[src/common/psc_pkg.sv]
// shared constants and types for the strap loader and mac pin block
package psc_pkg;
    // pin slots of the shared strap / output pins
    localparam int PIN_ADDR0 = 0;
    localparam int PIN_ADDR1 = 1;
    localparam int PIN_ADDR2 = 2;
    localparam int PIN_ADDR3 = 3;
    localparam int PIN_ADDR4 = 4;
    localparam int PIN_HW_SPEED = 5;
    localparam int PIN_REG_ACCESS = 6;
    localparam int PIN_CROSSOVER = 7;
    localparam int PIN_RX_ISOLATE = 8;
    localparam int PIN_SERIAL = 9;
    localparam int PIN_DUPLEX = 10;
    localparam int PIN_RMII = 11;
    localparam int PIN_AUTONEG = 12;
    localparam int PIN_STATION = 13;
    localparam int PIN_SPEED = 14;
    localparam int NUM_PINS = 15;
    localparam logic [NUM_PINS-1:0] PINS_RELEASED = {NUM_PINS{1'b1}};
    // strap sampling window after reset release
    localparam int SYS_CLK_MHZ = 20;
    localparam int STRAP_HOLD_NS = 200;
    localparam int STRAP_CYCLES = (STRAP_HOLD_NS * SYS_CLK_MHZ + 999) / 1000;
    localparam int STRAP_CNT_W = 4;
    // register map, byte addresses
    localparam int REG_ADDR_W = 4;
    localparam logic [REG_ADDR_W-1:0] REG_STRAPS = 4'h0;
    localparam logic [REG_ADDR_W-1:0] REG_CONTROL = 4'h4;
    localparam logic [REG_ADDR_W-1:0] REG_STATUS = 4'h8;
    localparam int CTRL_RX_ENABLE = 0;
    localparam int CTRL_LED_OFF = 1;
    localparam logic [1:0] CTRL_RESET = 2'h1;
    localparam logic [1:0] RESP_OKAY = 2'h0;
    localparam logic [1:0] RESP_SLVERR = 2'h2;
    // interface mode strap patterns
    localparam logic [1:0] MODE_PAT_SERIAL = 2'h1;
    localparam logic [1:0] MODE_PAT_MII = 2'h0;
    localparam int RX_FIFO_DEPTH = 8;
    localparam int NIBBLE_W = 4;

    typedef enum logic [1:0] {MODE_MII, MODE_SERIAL, MODE_RMII} psc_mode_type;
    typedef enum logic [1:0] {REG_SEL_STRAPS, REG_SEL_CONTROL, REG_SEL_STATUS,
        REG_SEL_NONE} psc_reg_sel_type;

    typedef struct packed {
        logic station_or_repeater;
        logic crossover_auto;
        logic rx_isolate;
        logic full_reg_access;
        logic hw_speed_ctl;
        logic autoneg;
        logic speed_100;
        logic full_duplex;
        logic [1:0] if_mode;
        logic [4:0] phy_addr;
    } psc_strap_type;
endpackage : psc_pkg

[src/hw/psc_strap_cfg.sv]
// strap latching, mac pin muxing, receive fifo and axi4-lite registers
// Contract
// - Shared pins are inputs during reset, outputs once reset ends; here the mii-only pins stay inputs in rmii.
// - Five-bit phy address comes from address straps latched at reset.
// - Address bit four always latches as one.
// - Mode strap: 1x selects rmii, 01 serial, 00 mii.
// - Duplex strap: one full, zero half; ignored under auto-negotiation.
// - Speed strap: one 100M, zero 10M; ignored under auto-negotiation.
// - Auto-negotiation strap enables when one, disables when zero.
// - Hardware speed control and full register access straps latch at reset.
// - Isolate strap makes address-one pin a live isolate input, led off.
// - Mii receive nibble follows rx clock, valid only with rx valid.
// - Rmii sends two bits each reference period with carrier/valid.
// - Mii transmit nibble sampled on tx clock, ignored without tx enable.
// - Rmii takes two transmit bits per reference period with tx enable.
// - In mii the speed strap pin outputs tx clock; bits 2,3 mii only.
// - Indicators default to activity on first, speed on second.
//
// Chosen here: the address map and the AXI4-Lite slave port.

module psc_fifo #(
    parameter int WIDTH = 4,
    parameter int DEPTH = 8
) (
    input wire logic sys_clk,
    input wire logic rst_n,
    input wire logic in_valid,
    output logic in_ready,
    input wire logic [WIDTH-1:0] in_data,
    output logic out_valid,
    input wire logic out_ready,
    output logic [WIDTH-1:0] out_data,
    output logic [$clog2(DEPTH+1)-1:0] count
);
    localparam int PTR_W = $clog2(DEPTH);
    localparam int CNT_W = $clog2(DEPTH+1);
    logic [WIDTH-1:0] mem_q [DEPTH];
    logic [PTR_W-1:0] wr_ptr_q;
    logic [PTR_W-1:0] rd_ptr_q;
    logic [CNT_W-1:0] count_q;
    logic push;
    logic pop;

    assign in_ready = (count_q != CNT_W'(DEPTH));
    assign out_valid = (count_q != '0);
    assign push = in_valid && in_ready;
    assign pop = out_valid && out_ready;
    assign out_data = mem_q[rd_ptr_q];
    assign count = count_q;

    always_ff @(posedge sys_clk) begin
        if (push) begin
            mem_q[wr_ptr_q] <= in_data;
        end
    end

    always_ff @(posedge sys_clk or negedge rst_n) begin
        if (!rst_n) begin
            wr_ptr_q <= '0;
            rd_ptr_q <= '0;
            count_q <= '0;
        end else begin
            if (push) begin
                wr_ptr_q <= (wr_ptr_q == PTR_W'(DEPTH-1)) ? '0 : wr_ptr_q + 1'b1;
            end
            if (pop) begin
                rd_ptr_q <= (rd_ptr_q == PTR_W'(DEPTH-1)) ? '0 : rd_ptr_q + 1'b1;
            end
            count_q <= count_q + CNT_W'(push) - CNT_W'(pop);
        end
    end
endmodule : psc_fifo

module psc_strap_cfg
    import psc_pkg::*;
#(
    parameter int FIFO_DEPTH = RX_FIFO_DEPTH
) (
    input wire logic sys_clk,
    input wire logic rst_n,
    input wire logic hw_reset_pin_n,
    input wire logic ref_clk_pin,
    input wire logic [NUM_PINS-1:0] strap_pin_in,
    output logic [NUM_PINS-1:0] strap_pin_out,
    output logic [NUM_PINS-1:0] strap_pin_oe_n,
    input wire logic tx_en_pin,
    input wire logic [NIBBLE_W-1:0] txd_pin,
    output logic [NIBBLE_W-1:0] line_tx_data,
    output logic line_tx_valid,
    input wire logic line_rx_valid,
    output logic line_rx_ready,
    input wire logic [NIBBLE_W-1:0] line_rx_data,
    input wire logic line_speed_100,
    input wire logic line_full_duplex,
    input wire logic [REG_ADDR_W-1:0] s_axi_awaddr,
    input wire logic s_axi_awvalid,
    output logic s_axi_awready,
    input wire logic [31:0] s_axi_wdata,
    input wire logic [3:0] s_axi_wstrb,
    input wire logic s_axi_wvalid,
    output logic s_axi_wready,
    output logic [1:0] s_axi_bresp,
    output logic s_axi_bvalid,
    input wire logic s_axi_bready,
    input wire logic [REG_ADDR_W-1:0] s_axi_araddr,
    input wire logic s_axi_arvalid,
    output logic s_axi_arready,
    output logic [31:0] s_axi_rdata,
    output logic [1:0] s_axi_rresp,
    output logic s_axi_rvalid,
    input wire logic s_axi_rready
);
    typedef enum logic {ST_STRAP, ST_RUN} psc_phase_type;
    localparam int SYNC_W = NUM_PINS + NIBBLE_W + 3;
    localparam int FCNT_W = $clog2(FIFO_DEPTH+1);

    function automatic psc_mode_type mode_of(input logic [1:0] pat);
        if (pat[1]) begin
            mode_of = MODE_RMII;
        end else if (pat == MODE_PAT_SERIAL) begin
            mode_of = MODE_SERIAL;
        end else begin
            mode_of = MODE_MII;
        end
    endfunction : mode_of

    function automatic psc_reg_sel_type reg_sel(input logic [REG_ADDR_W-1:0] addr);
        case (addr)
            REG_STRAPS: reg_sel = REG_SEL_STRAPS;
            REG_CONTROL: reg_sel = REG_SEL_CONTROL;
            REG_STATUS: reg_sel = REG_SEL_STATUS;
            default: reg_sel = REG_SEL_NONE;
        endcase
    endfunction : reg_sel

    logic [SYNC_W-1:0] sync1_q;
    logic [SYNC_W-1:0] sync2_q;
    logic ref_prev_q;
    logic hw_rst_s_n;
    logic ref_s;
    logic tx_en_s;
    logic [NIBBLE_W-1:0] txd_s;
    logic [NUM_PINS-1:0] pin_s;
    logic ref_rise;
    logic ref_fall;
    psc_phase_type phase_q;
    logic [STRAP_CNT_W-1:0] strap_cnt_q;
    psc_strap_type straps_q;
    psc_strap_type strap_d;
    psc_mode_type mode;
    logic is_mii;
    logic speed_100;
    logic full_duplex;
    logic iso_active;
    logic [1:0] ctrl_q;
    logic [NUM_PINS-1:0] pin_out_d;
    logic [NUM_PINS-1:0] pin_oe_n_d;
    logic [NUM_PINS-1:0] pin_out_q;
    logic [NUM_PINS-1:0] pin_oe_n_q;
    logic [NIBBLE_W-1:0] rxd_q;
    logic rxdv_q;
    logic fifo_valid;
    logic fifo_pop;
    logic [NIBBLE_W-1:0] fifo_data;
    logic [FCNT_W-1:0] fifo_count;
    logic [NIBBLE_W-1:0] tx_data_q;
    logic tx_valid_q;
    logic aw_hold_q;
    logic w_hold_q;
    logic [REG_ADDR_W-1:0] aw_addr_q;
    logic [31:0] w_data_q;
    logic [3:0] w_strb_q;
    logic bvalid_q;
    logic [1:0] bresp_q;
    logic rvalid_q;
    logic [31:0] rdata_q;
    logic [1:0] rresp_q;

    // every pin input (reset, reference clock, transmit and strap pins) crosses on two flops before use
    always_ff @(posedge sys_clk or negedge rst_n) begin
        if (!rst_n) begin
            sync1_q <= '0;
            sync2_q <= '0;
            ref_prev_q <= 1'b0;
        end else begin
            sync1_q <= {hw_reset_pin_n, ref_clk_pin, tx_en_pin, txd_pin, strap_pin_in};
            sync2_q <= sync1_q;
            ref_prev_q <= ref_s;
        end
    end
    assign {hw_rst_s_n, ref_s, tx_en_s, txd_s, pin_s} = sync2_q;
    assign ref_rise = ref_s && !ref_prev_q;
    assign ref_fall = !ref_s && ref_prev_q;

    // strap image as seen on the pins right now
    always_comb begin
        strap_d.phy_addr = pin_s[PIN_ADDR4:PIN_ADDR0];
        strap_d.phy_addr[4] = 1'b1;
        strap_d.if_mode = {pin_s[PIN_RMII], pin_s[PIN_SERIAL]};
        strap_d.full_duplex = pin_s[PIN_DUPLEX];
        strap_d.speed_100 = pin_s[PIN_SPEED];
        strap_d.autoneg = pin_s[PIN_AUTONEG];
        strap_d.hw_speed_ctl = pin_s[PIN_HW_SPEED];
        strap_d.full_reg_access = pin_s[PIN_REG_ACCESS];
        strap_d.rx_isolate = pin_s[PIN_RX_ISOLATE];
        strap_d.crossover_auto = pin_s[PIN_CROSSOVER];
        strap_d.station_or_repeater = pin_s[PIN_STATION];
    end

    // sample window runs while the reset pin is low and a little after
    always_ff @(posedge sys_clk or negedge rst_n) begin
        if (!rst_n) begin
            phase_q <= ST_STRAP;
            strap_cnt_q <= '0;
        end else begin
            case (phase_q)
                ST_STRAP: begin
                    if (!hw_rst_s_n) begin
                        strap_cnt_q <= '0;
                    end else if (strap_cnt_q == STRAP_CNT_W'(STRAP_CYCLES - 1)) begin
                        phase_q <= ST_RUN;
                    end else begin
                        strap_cnt_q <= strap_cnt_q + 1'b1;
                    end
                end
                ST_RUN: begin
                    if (!hw_rst_s_n) begin
                        phase_q <= ST_STRAP;
                        strap_cnt_q <= '0;
                    end
                end
                default: phase_q <= ST_STRAP;
            endcase
        end
    end

    // latch every strap; frozen outside the window
    always_ff @(posedge sys_clk or negedge rst_n) begin
        if (!rst_n) begin
            straps_q <= '0;
        end else if (phase_q == ST_STRAP) begin
            straps_q <= strap_d;
        end
    end

    assign mode = mode_of(straps_q.if_mode);
    assign is_mii = (mode != MODE_RMII);
    // straps only count with auto-negotiation off
    assign speed_100 = straps_q.autoneg ? line_speed_100 : straps_q.speed_100;
    assign full_duplex = straps_q.autoneg ? line_full_duplex : straps_q.full_duplex;
    // live isolate input read only when the strap asked for it
    assign iso_active = straps_q.rx_isolate && pin_s[PIN_ADDR1];

    psc_fifo #(
        .WIDTH(NIBBLE_W),
        .DEPTH(FIFO_DEPTH)
    ) u_rx_fifo (
        .sys_clk(sys_clk),
        .rst_n(rst_n),
        .in_valid(line_rx_valid),
        .in_ready(line_rx_ready),
        .in_data(line_rx_data),
        .out_valid(fifo_valid),
        .out_ready(fifo_pop),
        .out_data(fifo_data),
        .count(fifo_count)
    );

    // one item per reference rise; fifo stalls otherwise
    assign fifo_pop = ref_rise && fifo_valid && ctrl_q[CTRL_RX_ENABLE] && (phase_q == ST_RUN);

    always_ff @(posedge sys_clk or negedge rst_n) begin
        if (!rst_n) begin
            rxd_q <= '0;
            rxdv_q <= 1'b0;
        end else if (phase_q == ST_STRAP) begin
            rxd_q <= '0;
            rxdv_q <= 1'b0;
        end else if (ref_rise) begin
            // data zeroed whenever valid is low
            rxd_q <= fifo_pop ? (is_mii ? fifo_data : {2'h0, fifo_data[1:0]}) : '0;
            rxdv_q <= fifo_pop;
        end
    end

    // sampled on the falling edge: the mac changes data after the rising one
    always_ff @(posedge sys_clk or negedge rst_n) begin
        if (!rst_n) begin
            tx_data_q <= '0;
            tx_valid_q <= 1'b0;
        end else begin
            // taken only while tx enable is high
            tx_valid_q <= ref_fall && tx_en_s && (phase_q == ST_RUN);
            if (ref_fall && tx_en_s) begin
                // upper bits used in mii only
                tx_data_q <= is_mii ? txd_s : {2'h0, txd_s[1:0]};
            end
        end
    end
    assign line_tx_data = tx_data_q;
    assign line_tx_valid = tx_valid_q;

    always_comb begin
        pin_out_d = '0;
        pin_oe_n_d = PINS_RELEASED;
        if (phase_q == ST_RUN) begin
            // activity on the first indicator, speed on the second
            pin_out_d[PIN_ADDR0] = (rxdv_q || tx_en_s) && !ctrl_q[CTRL_LED_OFF];
            pin_out_d[PIN_ADDR1] = speed_100 && !ctrl_q[CTRL_LED_OFF];
            pin_out_d[PIN_ADDR2] = 1'b1;
            pin_out_d[PIN_RX_ISOLATE] = rxd_q[1];
            pin_out_d[PIN_DUPLEX] = rxd_q[0];
            pin_out_d[PIN_RMII] = rxdv_q;
            pin_oe_n_d[PIN_ADDR0] = 1'b0;
            // led dropped when the pin serves as isolate input
            pin_oe_n_d[PIN_ADDR1] = straps_q.rx_isolate;
            pin_oe_n_d[PIN_ADDR2] = 1'b0;
            pin_oe_n_d[PIN_ADDR4] = 1'b0;
            pin_oe_n_d[PIN_SERIAL] = 1'b0;
            pin_oe_n_d[PIN_RX_ISOLATE] = iso_active;
            pin_oe_n_d[PIN_DUPLEX] = iso_active;
            pin_oe_n_d[PIN_RMII] = iso_active;
            if (is_mii) begin
                pin_out_d[PIN_ADDR3] = rxd_q[2];
                pin_out_d[PIN_CROSSOVER] = rxd_q[3];
                pin_out_d[PIN_AUTONEG] = ref_s;
                pin_out_d[PIN_HW_SPEED] = rxdv_q || tx_en_s;
                pin_out_d[PIN_REG_ACCESS] = rxdv_q && tx_en_s && !full_duplex;
                // transmit clock out on the speed strap pin
                pin_out_d[PIN_SPEED] = ref_s;
                pin_oe_n_d[PIN_ADDR3] = iso_active;
                pin_oe_n_d[PIN_CROSSOVER] = iso_active;
                pin_oe_n_d[PIN_AUTONEG] = iso_active;
                pin_oe_n_d[PIN_STATION] = iso_active;
                pin_oe_n_d[PIN_HW_SPEED] = 1'b0;
                pin_oe_n_d[PIN_REG_ACCESS] = 1'b0;
                pin_oe_n_d[PIN_SPEED] = 1'b0;
            end
        end
    end

    // pins released in reset, driven after
    always_ff @(posedge sys_clk or negedge rst_n) begin
        if (!rst_n) begin
            pin_out_q <= '0;
            pin_oe_n_q <= PINS_RELEASED;
        end else begin
            pin_out_q <= pin_out_d;
            pin_oe_n_q <= pin_oe_n_d;
        end
    end
    assign strap_pin_out = pin_out_q;
    assign strap_pin_oe_n = pin_oe_n_q;

    // axi4-lite write: address and data held independently
    assign s_axi_awready = !aw_hold_q && !bvalid_q;
    assign s_axi_wready = !w_hold_q && !bvalid_q;
    always_ff @(posedge sys_clk or negedge rst_n) begin
        if (!rst_n) begin
            aw_hold_q <= 1'b0;
            w_hold_q <= 1'b0;
            aw_addr_q <= '0;
            w_data_q <= '0;
            w_strb_q <= '0;
            bvalid_q <= 1'b0;
            bresp_q <= RESP_OKAY;
            ctrl_q <= CTRL_RESET;
        end else begin
            if (s_axi_awvalid && s_axi_awready) begin
                aw_hold_q <= 1'b1;
                aw_addr_q <= s_axi_awaddr;
            end
            if (s_axi_wvalid && s_axi_wready) begin
                w_hold_q <= 1'b1;
                w_data_q <= s_axi_wdata;
                w_strb_q <= s_axi_wstrb;
            end
            if (aw_hold_q && w_hold_q && !bvalid_q) begin
                aw_hold_q <= 1'b0;
                w_hold_q <= 1'b0;
                bvalid_q <= 1'b1;
                bresp_q <= RESP_OKAY;
                case (reg_sel(aw_addr_q))
                    REG_SEL_CONTROL: begin
                        if (w_strb_q[0]) begin
                            ctrl_q <= w_data_q[1:0];
                        end
                    end
                    REG_SEL_STRAPS, REG_SEL_STATUS: bresp_q <= RESP_OKAY;
                    default: bresp_q <= RESP_SLVERR;
                endcase
            end else if (bvalid_q && s_axi_bready) begin
                bvalid_q <= 1'b0;
            end
        end
    end
    assign s_axi_bvalid = bvalid_q;
    assign s_axi_bresp = bresp_q;

    // axi4-lite read: one beat, answer the cycle after the address
    assign s_axi_arready = !rvalid_q;
    always_ff @(posedge sys_clk or negedge rst_n) begin
        if (!rst_n) begin
            rvalid_q <= 1'b0;
            rdata_q <= '0;
            rresp_q <= RESP_OKAY;
        end else if (s_axi_arvalid && s_axi_arready) begin
            rvalid_q <= 1'b1;
            rresp_q <= RESP_OKAY;
            case (reg_sel(s_axi_araddr))
                // latched control straps visible to software
                REG_SEL_STRAPS: rdata_q <= 32'(straps_q);
                REG_SEL_CONTROL: rdata_q <= 32'(ctrl_q);
                REG_SEL_STATUS: rdata_q <= 32'({fifo_count, iso_active, mode,
                    full_duplex, speed_100, phase_q == ST_RUN});
                default: begin
                    rdata_q <= '0;
                    rresp_q <= RESP_SLVERR;
                end
            endcase
        end else if (rvalid_q && s_axi_rready) begin
            rvalid_q <= 1'b0;
        end
    end
    assign s_axi_rvalid = rvalid_q;
    assign s_axi_rdata = rdata_q;
    assign s_axi_rresp = rresp_q;

    a_pins_released: assert property (@(posedge sys_clk) disable iff (!rst_n)
        phase_q == ST_STRAP && $past(phase_q) == ST_STRAP |-> pin_oe_n_q == PINS_RELEASED)
        else $error("pin driven during strap window");
    a_addr_latched: assert property (@(posedge sys_clk) disable iff (!rst_n)
        phase_q == ST_RUN && $past(phase_q) == ST_STRAP
        |-> straps_q.phy_addr[3:0] == $past(pin_s[PIN_ADDR3:PIN_ADDR0]))
        else $error("phy address not latched from pins");
    a_addr_bit_four: assert property (@(posedge sys_clk) disable iff (!rst_n)
        phase_q == ST_RUN |-> straps_q.phy_addr[4])
        else $error("address bit four not one");
    a_mode_rmii: assert property (@(posedge sys_clk) disable iff (!rst_n)
        phase_q == ST_RUN && straps_q.if_mode[1] |=> pin_oe_n_q[PIN_SPEED])
        else $error("tx clock driven in rmii mode");
    a_duplex_forced: assert property (@(posedge sys_clk) disable iff (!rst_n)
        phase_q == ST_RUN && !straps_q.autoneg && rxdv_q && tx_en_s && is_mii
        |=> pin_out_q[PIN_REG_ACCESS] == !$past(straps_q.full_duplex))
        else $error("collision ignores duplex strap");
    a_speed_led: assert property (@(posedge sys_clk) disable iff (!rst_n)
        phase_q == ST_RUN && !straps_q.autoneg && !ctrl_q[CTRL_LED_OFF]
        ##1 phase_q == ST_RUN |-> pin_out_q[PIN_ADDR1] == $past(straps_q.speed_100))
        else $error("speed indicator ignores speed strap");
    a_isolate_rx: assert property (@(posedge sys_clk) disable iff (!rst_n)
        phase_q == ST_RUN && iso_active |=> pin_oe_n_q[PIN_DUPLEX] && pin_oe_n_q[PIN_RMII])
        else $error("receive pins driven while isolated");
    a_rx_data_quiet: assert property (@(posedge sys_clk) disable iff (!rst_n)
        !rxdv_q |-> rxd_q == '0)
        else $error("receive data present without valid");
    a_tx_ignored: assert property (@(posedge sys_clk) disable iff (!rst_n)
        tx_valid_q |-> $past(tx_en_s) && $past(ref_fall))
        else $error("transmit data taken without enable");
    a_straps_frozen: assert property (@(posedge sys_clk) disable iff (!rst_n)
        phase_q == ST_RUN && $past(phase_q) == ST_RUN |-> $stable(straps_q))
        else $error("latched straps changed after reset");
endmodule : psc_strap_cfg

[config.mk]
export PLATFORM = sky130hd
export DESIGN_NAME = psc_strap_cfg
export DESIGN_NICKNAME = d
export VERILOG_FILES = /design/src/common/psc_pkg.sv /design/src/hw/psc_strap_cfg.sv
export SDC_FILE = /design/constraint.sdc
export NUM_CORES = 1
export LEC_CHECK = 0
export BUFFER_PORTS_ARGS = -buffer_cell sky130_fd_sc_hd__buf_2
export CORE_MARGIN = 2
export CORE_UTILIZATION = 25
export CTS_CLUSTER_DIAMETER = 200
export CTS_CLUSTER_SIZE = 40
export DETAILED_ROUTE_END_ITERATION = 10
export HOLD_SLACK_MARGIN = 0.05
export PLACE_DENSITY_LB_ADDON = 0.3
export SYNTH_ARGS = -nofsm -noshare
export SYNTH_HDL_FRONTEND = slang
export SYNTH_HIERARCHICAL = 1
export SYNTH_SLANG_ARGS = --single-unit
[constraint.sdc]
create_clock -name sys_clk -period 2.8 [get_ports sys_clk]
set_clock_uncertainty 0.1 [all_clocks]
set_input_delay 0.84 -clock sys_clk [delete_from_list [all_inputs] [get_ports sys_clk]]
set_output_delay 0.84 -clock sys_clk [all_outputs]
set_load 0.005 [all_outputs]
==> results of run 1 <==
flip-flops by register name, indices dropped and copies added, names as in the netlist, 3 cells and up:
name                cells
strap_cnt_q             4
u_rx_fifo/count         4
strap_pin_oe_n          5
straps_q               15
u_rx_fifo/mem_q        32
rxd_q                   4
u_rx_fifo/wr_ptr_q      3
u_rx_fifo/rd_ptr_q      3
s_axi_rdata            15
strap_pin_out          11
sync1_q                21
aw_addr_q               4
sync2_q                21
line_tx_data            4
stage by stage:
step,total power (uW),cell area [um^2]
after CTS,6330,7550
after floorplan,3700,6290
after global placement,4010,6980
final,6230,7560
after detailed placement,4080,6980
after global routing,6630,7560
cell families (layout without fill, tap and decap cells):
logic type,count (synthesis),in the layout,share of synthesized area [%]
buffers and inverters,55,153,5.52
muxes,54,54,11.5
and+or+nand+nor,94,94,8.20
adders and majority gates,12,12,2.54
DFF,161,161,67.6
AOI/OAI and AO/OA,39,39,4.13
xor gates and xnor gates,3,3,0.423
other,1,22,0.0604
layer usage:
metal,GRT usage (%),routed length (um),vias up
met5,0,13,-
met4,3.94,176,2
met3,3.49,734,13
met2,17.0,6130,100
met1,12.2,5380,1700
li1,-,-,1630
cell usage in the layout, fill, tap and decap left out, types with 5 or more instances in the layout:
| cell type | Yosys | routed |
|---|---|---|
| dfrtp_1 | 123 | 123 |
| buf_2 | 4 | 99 |
| mux2_2 | 37 | 37 |
| edfxtp_1 | 32 | 32 |
| nand2_1 | 27 | 27 |
| conb_1 | 1 | 22 |
| clkbuf_16 | 0 | 18 |
| nor2_1 | 16 | 16 |
| inv_1 | 12 | 12 |
| o21ai_0 | 12 | 12 |
| ha_1 | 11 | 11 |
| mux2i_1 | 9 | 9 |
| nand2b_1 | 9 | 9 |
| and2_1 | 8 | 8 |
| buf_4 | 33 | 8 |
| mux4_1 | 8 | 8 |
| nor2b_1 | 6 | 6 |
| dfstp_2 | 6 | 6 |
| a22o_1 | 5 | 5 |
| o31ai_1 | 5 | 5 |
| nor3_1 | 5 | 5 |
| inv_6 | 0 | 5 |
worst register-to-register path, delay by kind of cell, from the launching register on:
kind	cells	cell delay (ns)
fa+ha+maj	4	0.99
simple gates	3	0.67
flops	1	0.38
buf+inv	3	0.20
xor+xnor	1	0.15
where the power goes:
| group | leakage [uW] | internal [uW] | switching (uW) |
|---|---|---|---|
| sequential | 0.00188 | 2750 | 253 |
| combinational | 0.00124 | 514 | 507 |
| clock | 0.000277 | 1220 | 986 |
| total | 0.00339 | 4490 | 1750 |
final cells by class:
class	count	share of cell area, %
Multi-Input combinational cell	224	23.2
Timing Repair Buffer	109	7.77
Sequential cell	161	55.5
Inverter	12	0.596
Tap cell	324	5.37
Clock inverter	13	1.49
Clock buffer	19	6.01
how the worst max path moves through the flow:
stage	end	slack, ns	depth (start not counted)	startpoint
3_3_place_gp	u_rx_fifo/count[2]	0.12	11	u_rx_fifo/count[2]
3_5_place_dp	u_rx_fifo/count[2]	0.09	11	u_rx_fifo/count[2]
6_report	u_rx_fifo/count[2]	0.19	11	u_rx_fifo/count[2]
5_1_grt	u_rx_fifo/count[2]	0.02	11	u_rx_fifo/count[2]
4_1_cts	u_rx_fifo/count[2]	0.08	11	u_rx_fifo/count[2]
2_1_floorplan	u_rx_fifo/count[2]	0.18	11	u_rx_fifo/count[2]
==> out/results.ini, run 1 <==
[status]
status = finished clean

[floorplanning]
die_h_um = 162
rows = 57
die_w_um = 162
initial_core_util_pct = 25.5
die-area_um2 = 26100
io_pins = 157
core-area_um2 = 24300

[place]
dp_hpwl_mm = 9.01
gp_congestion = 0.725
place_ws_ns = 0.0949
io_buffers = 100
place_inst = 830

[drt]
post_drt_wl_per_cell_um = 14.4
drt_wl_total_mm = 12.4
first_pass_iters = 6
drt-initial-drc-count = 183
avgViaCountPerCell = 4.00
drc_errors = 0
vias = 3445
ant_nets = 0

[sta]
hold_viol = 0
rsz0062_at_grt = no
fmax_mhz = 383
tightest_slew_ns = 0.758
post-route-period-util_pct = 93.4
setup-violations-final = 0
worst_slack_ns = 0.186
setup_tns_ns = 0
maxSlewViolCount = 0
period_minus_slack_ns = 2.61
max_slew_margin_pct = 49.1
hold_ws_ns = 0.195

[synth]
synth_ff_type = dfrtp_1
avgSynthCellArea_um2 = 14.8
netlist.area_leader.share_pct = 49.6
netlist_area_um2 = 6210
yosysSeqAreaShare_pct = 67.6
synth_top_cells_by_count = dfrtp_1 (123), mux2_2 (37), buf_4 (33)
yosysMostFrequentCell = dfrtp_1
synthTopCellsByArea = dfrtp_1 (50%), edfxtp_1 (15%), mux2_2 (6.7%)
synthesis.yosys.warnings = 6
synthDistinctLibCells = 52
synthCells = 419
synth_edf_count = 32
synth_largest_area_cell = dfrtp_1
ys_ff_latch = 161
async_flop_share_pct = 80.1

[clocking]
htree_levels = 4
cts_buffers = 17
ctsHoldBuffers = 0
clkSlewWorstSetupHoldPaths_ns = 0.07
ctsResizeCount = 0
cts_setup_buffers = 0
insertion_delay_ns = 0.42
cts_tree = done
clock_sinks = 161
clk_path_buf_depth = 2
clockRootBuffer = clkbuf_16

[final_layout]
fin_cells = 862
layout-drive-gt1-share_pct = 34.8
nFillCells = 2454
seq_area_um2 = 4200
multiInputGateArea_um2 = 1760
post-route-util_pct = 31.1
final_nets = 617
diodes = 0
synthToLayoutAreaGrowth_pct = 21.7

[worst_setup_path]
path_cells = inv_1 > ha_1 > or3b_4 > and4_1 > nand2_1 > inv_1 > ha_1 > inv_1 > ha_1 > fa_1 > xor2_1
cp_top_family = adder cells
critPathArrivalTime_ns = 2.81
r2r_slack_ns = 0.19
r2r_start = u_rx_fifo/count[2]
cp_num_buf_inv = 3
critPathSlowestCell = or3b_4
critical_path_class = reg2reg
regToRegEndpoint = u_rx_fifo/count[2]
cp.required_ns = 3.00
reg2regPathDepth = 11
path_max_fanout = 3
cpPeakStageDelay_ns = 0.39
critPathLaunchType = flip-flop
crit_path_end_kind = flip-flop

[grt]
grt_start_max_net_pins = 81
gr-total-overflow = 0
grtUsageTotal_pct = 10.2
grt_pass1_vias = 3802
grt_pass1_wl_mm = 20.1
antenna_found_initial = 2

[power_and_ir_drop]
leakagePower_uw = 0.00339
p_per_area_nw_per_um2 = 825
peakVddDrop_mv = 0.377

[worst_hold_path]
hold_path_class = in2async

[run]
cap_violations = 0

No activity file was read; power rests on OpenSTA's default activity.
==> inputs of run 2 (changes only) <==
--- a/config.mk
+++ b/config.mk
@@ -15,5 +15,4 @@
 export PLACE_DENSITY_LB_ADDON = 0.3
 export SYNTH_ARGS = -nofsm -noshare
 export SYNTH_HDL_FRONTEND = slang
-export SYNTH_HIERARCHICAL = 1
 export SYNTH_SLANG_ARGS = --single-unit
==> out/results.ini, run 2 <==
[clocking]
ctsHoldBuffers = 0  ; unchanged
cts_buffers = 17  ; unchanged
cts_setup_buffers = 0  ; unchanged
clkSlewWorstSetupHoldPaths_ns = 0.06  ; was 0.07 ns
insertion_delay_ns = 0.41  ; was 0.42 ns
cts_tree = done  ; unchanged
ctsResizeCount = 0  ; unchanged
clk_path_buf_depth = 2  ; unchanged
htree_levels = 4  ; unchanged
clock_sinks = 161  ; unchanged
clockRootBuffer = clkbuf_16  ; unchanged

[grt]
gr-total-overflow = 0  ; unchanged
antenna_found_initial = 2  ; unchanged
grtUsageTotal_pct = 10.3  ; was 10.2%
grt_start_max_net_pins = 48  ; was 81
grt_pass1_vias = 3794  ; was 3802
grt_pass1_wl_mm = 20.1  ; about the same

[place]
dp_hpwl_mm = 9.13  ; was 9.01 mm
io_buffers = 100  ; unchanged
place_ws_ns = 0.487  ; was 0.0949 ns
gp_congestion = 0.751  ; was 0.725

[final_layout]
seq_area_um2 = 4200  ; unchanged
layout-drive-gt1-share_pct = 35.4  ; was 34.8%
largest_reg_flops = 32  ; unchanged
nFillCells = 2417  ; was 2454
layout_common_cells = dfrtp_1 (123), buf_2 (99), nand2_1 (35)  ; was dfrtp_1 (123), buf_2 (99), mux2_2 (37)
largestRegisters = u_rx_fifo.mem_q: 32 flops, sync1_q: 21 flops, sync2_q: 21 flops  ; was u_rx_fifo/mem_q: 32 flops, sync1_q: 21 flops, sync2_q: 21 flops
synthToLayoutAreaGrowth_pct = 22.4  ; was 21.7%
multiInputGateArea_um2 = 1640  ; was 1760 um^2
regMostFlops = u_rx_fifo.mem_q  ; was u_rx_fifo/mem_q
layout_commonest_cell = dfrtp_1  ; unchanged
final_nets = 622  ; was 617

[power_and_ir_drop]
leakagePower_uw = 0.00332  ; was 0.00339 uW
switching_share_pct = 26.1  ; was 28.0%
p_comb_share_pct = 15.6  ; was 16.4%
peakVddDrop_mv = 0.363  ; was 0.377 mV
power.switching_uw = 1640  ; was 1750 uW
p_per_area_nw_per_um2 = 839  ; was 825 nW/um^2
p_int_uw = 4660  ; was 4490 uW
power_frac_clock_pct = 36.7  ; was 35.4%
pwr-share-seq_pct = 47.7  ; was 48.2%

[synth]
synthDistinctLibCells = 48  ; was 52
synthCells = 427  ; was 419
yosysMostFrequentCell = dfrtp_1  ; unchanged
synth_top_cells_by_count = dfrtp_1 (123), nand2_1 (35), buf_4 (33)  ; was dfrtp_1 (123), mux2_2 (37), buf_4 (33)
yosysSeqAreaShare_pct = 68.4  ; was 67.6%
synthesis.yosys.warnings = 0  ; was 6
synth_largest_area_cell = dfrtp_1  ; unchanged
synthTopCellsByArea = dfrtp_1 (50%), edfxtp_1 (16%), mux2_2 (5.5%)  ; was dfrtp_1 (50%), edfxtp_1 (15%), mux2_2 (6.7%)
netlist_area_um2 = 6130  ; was 6210 um^2
avgSynthCellArea_um2 = 14.4  ; was 14.8 um^2
ys_ff_latch = 161  ; unchanged
netlist.area_leader.share_pct = 50.2  ; was 49.6%
synth_ff_type = dfrtp_1  ; unchanged
async_flop_share_pct = 80.1  ; unchanged
synth_edf_count = 32  ; unchanged

[worst_setup_path]
path_max_fanout = 3  ; unchanged
r2r_start = u_rx_fifo.count[2]  ; was u_rx_fifo/count[2]
cp-endpoint = line_rx_ready  ; was u_rx_fifo/count[2]
r2r_slack_ns = 0.47  ; was 0.19 ns
critical_path_class = reg2out  ; was reg2reg
crit_path_end_kind = primary output  ; was flip-flop
reg2regPathDepth = 9  ; was 11
cp.required_ns = 1.86  ; was 3.00 ns
critPathArrivalTime_ns = 1.74  ; was 2.81 ns
regToRegEndpoint = u_rx_fifo.count[3]  ; was u_rx_fifo/count[2]
worstSetupStartpoint = u_rx_fifo.count[2]  ; was u_rx_fifo/count[2]
critPathLaunchType = flip-flop  ; unchanged

[sta]
tightest_slew_ns = 0.716  ; was 0.758 ns
period_minus_slack_ns = 2.68  ; was 2.61 ns
post-route-period-util_pct = 95.9  ; was 93.4%
fmax_mhz = 372  ; was 383 MHz
hold_viol = 0  ; unchanged
rsz0062_at_grt = no  ; unchanged
hold_ws_ns = 0.246  ; was 0.195 ns
maxSlewViolCount = 0  ; unchanged
setup-violations-final = 0  ; unchanged
max_slew_margin_pct = 51.9  ; was 49.1%
worst_slack_ns = 0.115  ; was 0.186 ns
setup_tns_ns = 0  ; unchanged

[floorplanning]
die_h_um = 161  ; was 162 um
die_w_um = 161  ; was 162 um
rows = 57  ; unchanged
core-area_um2 = 24200  ; was 24300 um^2
io_pins = 157  ; unchanged
initial_core_util_pct = 25.4  ; was 25.5%
die-area_um2 = 25800  ; was 26100 um^2

[drt]
avgViaCountPerCell = 4.04  ; was 4.00
ant_nets = 0  ; unchanged
drt_wl_total_mm = 12.4  ; about the same
vias = 3505  ; was 3445
first_pass_iters = 4  ; was 6
drc_errors = 0  ; unchanged
post_drt_wl_per_cell_um = 14.3  ; was 14.4 um
drt-initial-drc-count = 126  ; was 183

[worst_hold_path]
hold_path_class = in2async  ; unchanged

[run]
cap_violations = 0  ; unchanged

[status]
status = finished clean  ; unchanged

-- run 2: logic make-up after synthesis --
group | after synthesis | synth area share (%)
and+or+nand+nor | 89 | 7.38
DFF | 161 | 68.4
xor gates and xnor gates | 3 | 0.428
adders and majority gates | 12 | 2.57
other | 1 | 0.0611
buffers and inverters | 64 | 6.06
muxes | 47 | 10.1
AOI/OAI and AO/OA | 50 | 5.00
-- run 2: area by class of cell --
type | count | share of cell area (%)
well taps | 324 | 5.40
multi-input cells | 223 | 21.9
inverters | 18 | 0.900
clock inverters | 11 | 1.67
flip-flops and latches | 161 | 55.9
repair buffers | 109 | 7.81
clock buffers | 21 | 6.41
diodes | 1 | 0.0333
-- run 2: power groups by stage --
stage	registers [uW]	logic (uW)	clock network (uW)
floorplan	2960	721	0
detailed placement	3050	1010	0
global placement	3030	963	0
finish	3000	984	2310
global route	3060	1120	2490
CTS	3010	1010	2400
-- run 2: per-stage QoR --
stage / power (uW) / instances / util (%) / cell area, um^2
global route: 6670 / 867 / 31.1 / 7510
global placement: 3990 / 835 / 28.5 / 6900
finish: 6300 / 868 / 31.1 / 7510
floorplan: 3680 / 448 / - / 6210
detailed placement: 4060 / 835 / 28.5 / 6900
CTS: 6420 / 867 / 31.1 / 7510
-- run 2: worst min path at each step --
stage | slack [ns] | from | cells after the start | to
2_1_floorplan | 0.23 | sync1_q[0] | 0 | sync2_q[0]
3_3_place_gp | 0.23 | sync1_q[15] | 0 | sync2_q[15]
3_5_place_dp | 0.23 | sync1_q[18] | 0 | sync2_q[18]
4_1_cts | 0.25 | rst_n | 1 | u_rx_fifo.wr_ptr_q[0]
5_1_grt | 0.25 | sync1_q[9] | 0 | sync2_q[9]
6_report | 0.25 | rst_n | 1 | sync1_q[11]
-- run 2: metal layers --
metal	GRT usage [%]	vias up	wire (um)
li1	-	1644	-
met4	4.91	2	279
met2	17.2	89	6290
met1	12.2	1749	5260
met3	3.02	21	594
met5	0	-	13
-- run 2: worst max-delay path, stage by stage, from the launching register on --
cell     delay [ns]
dfrtp_1        0.38
inv_1          0.11
ha_1           0.16
or3b_2         0.51
buf_2          0.17
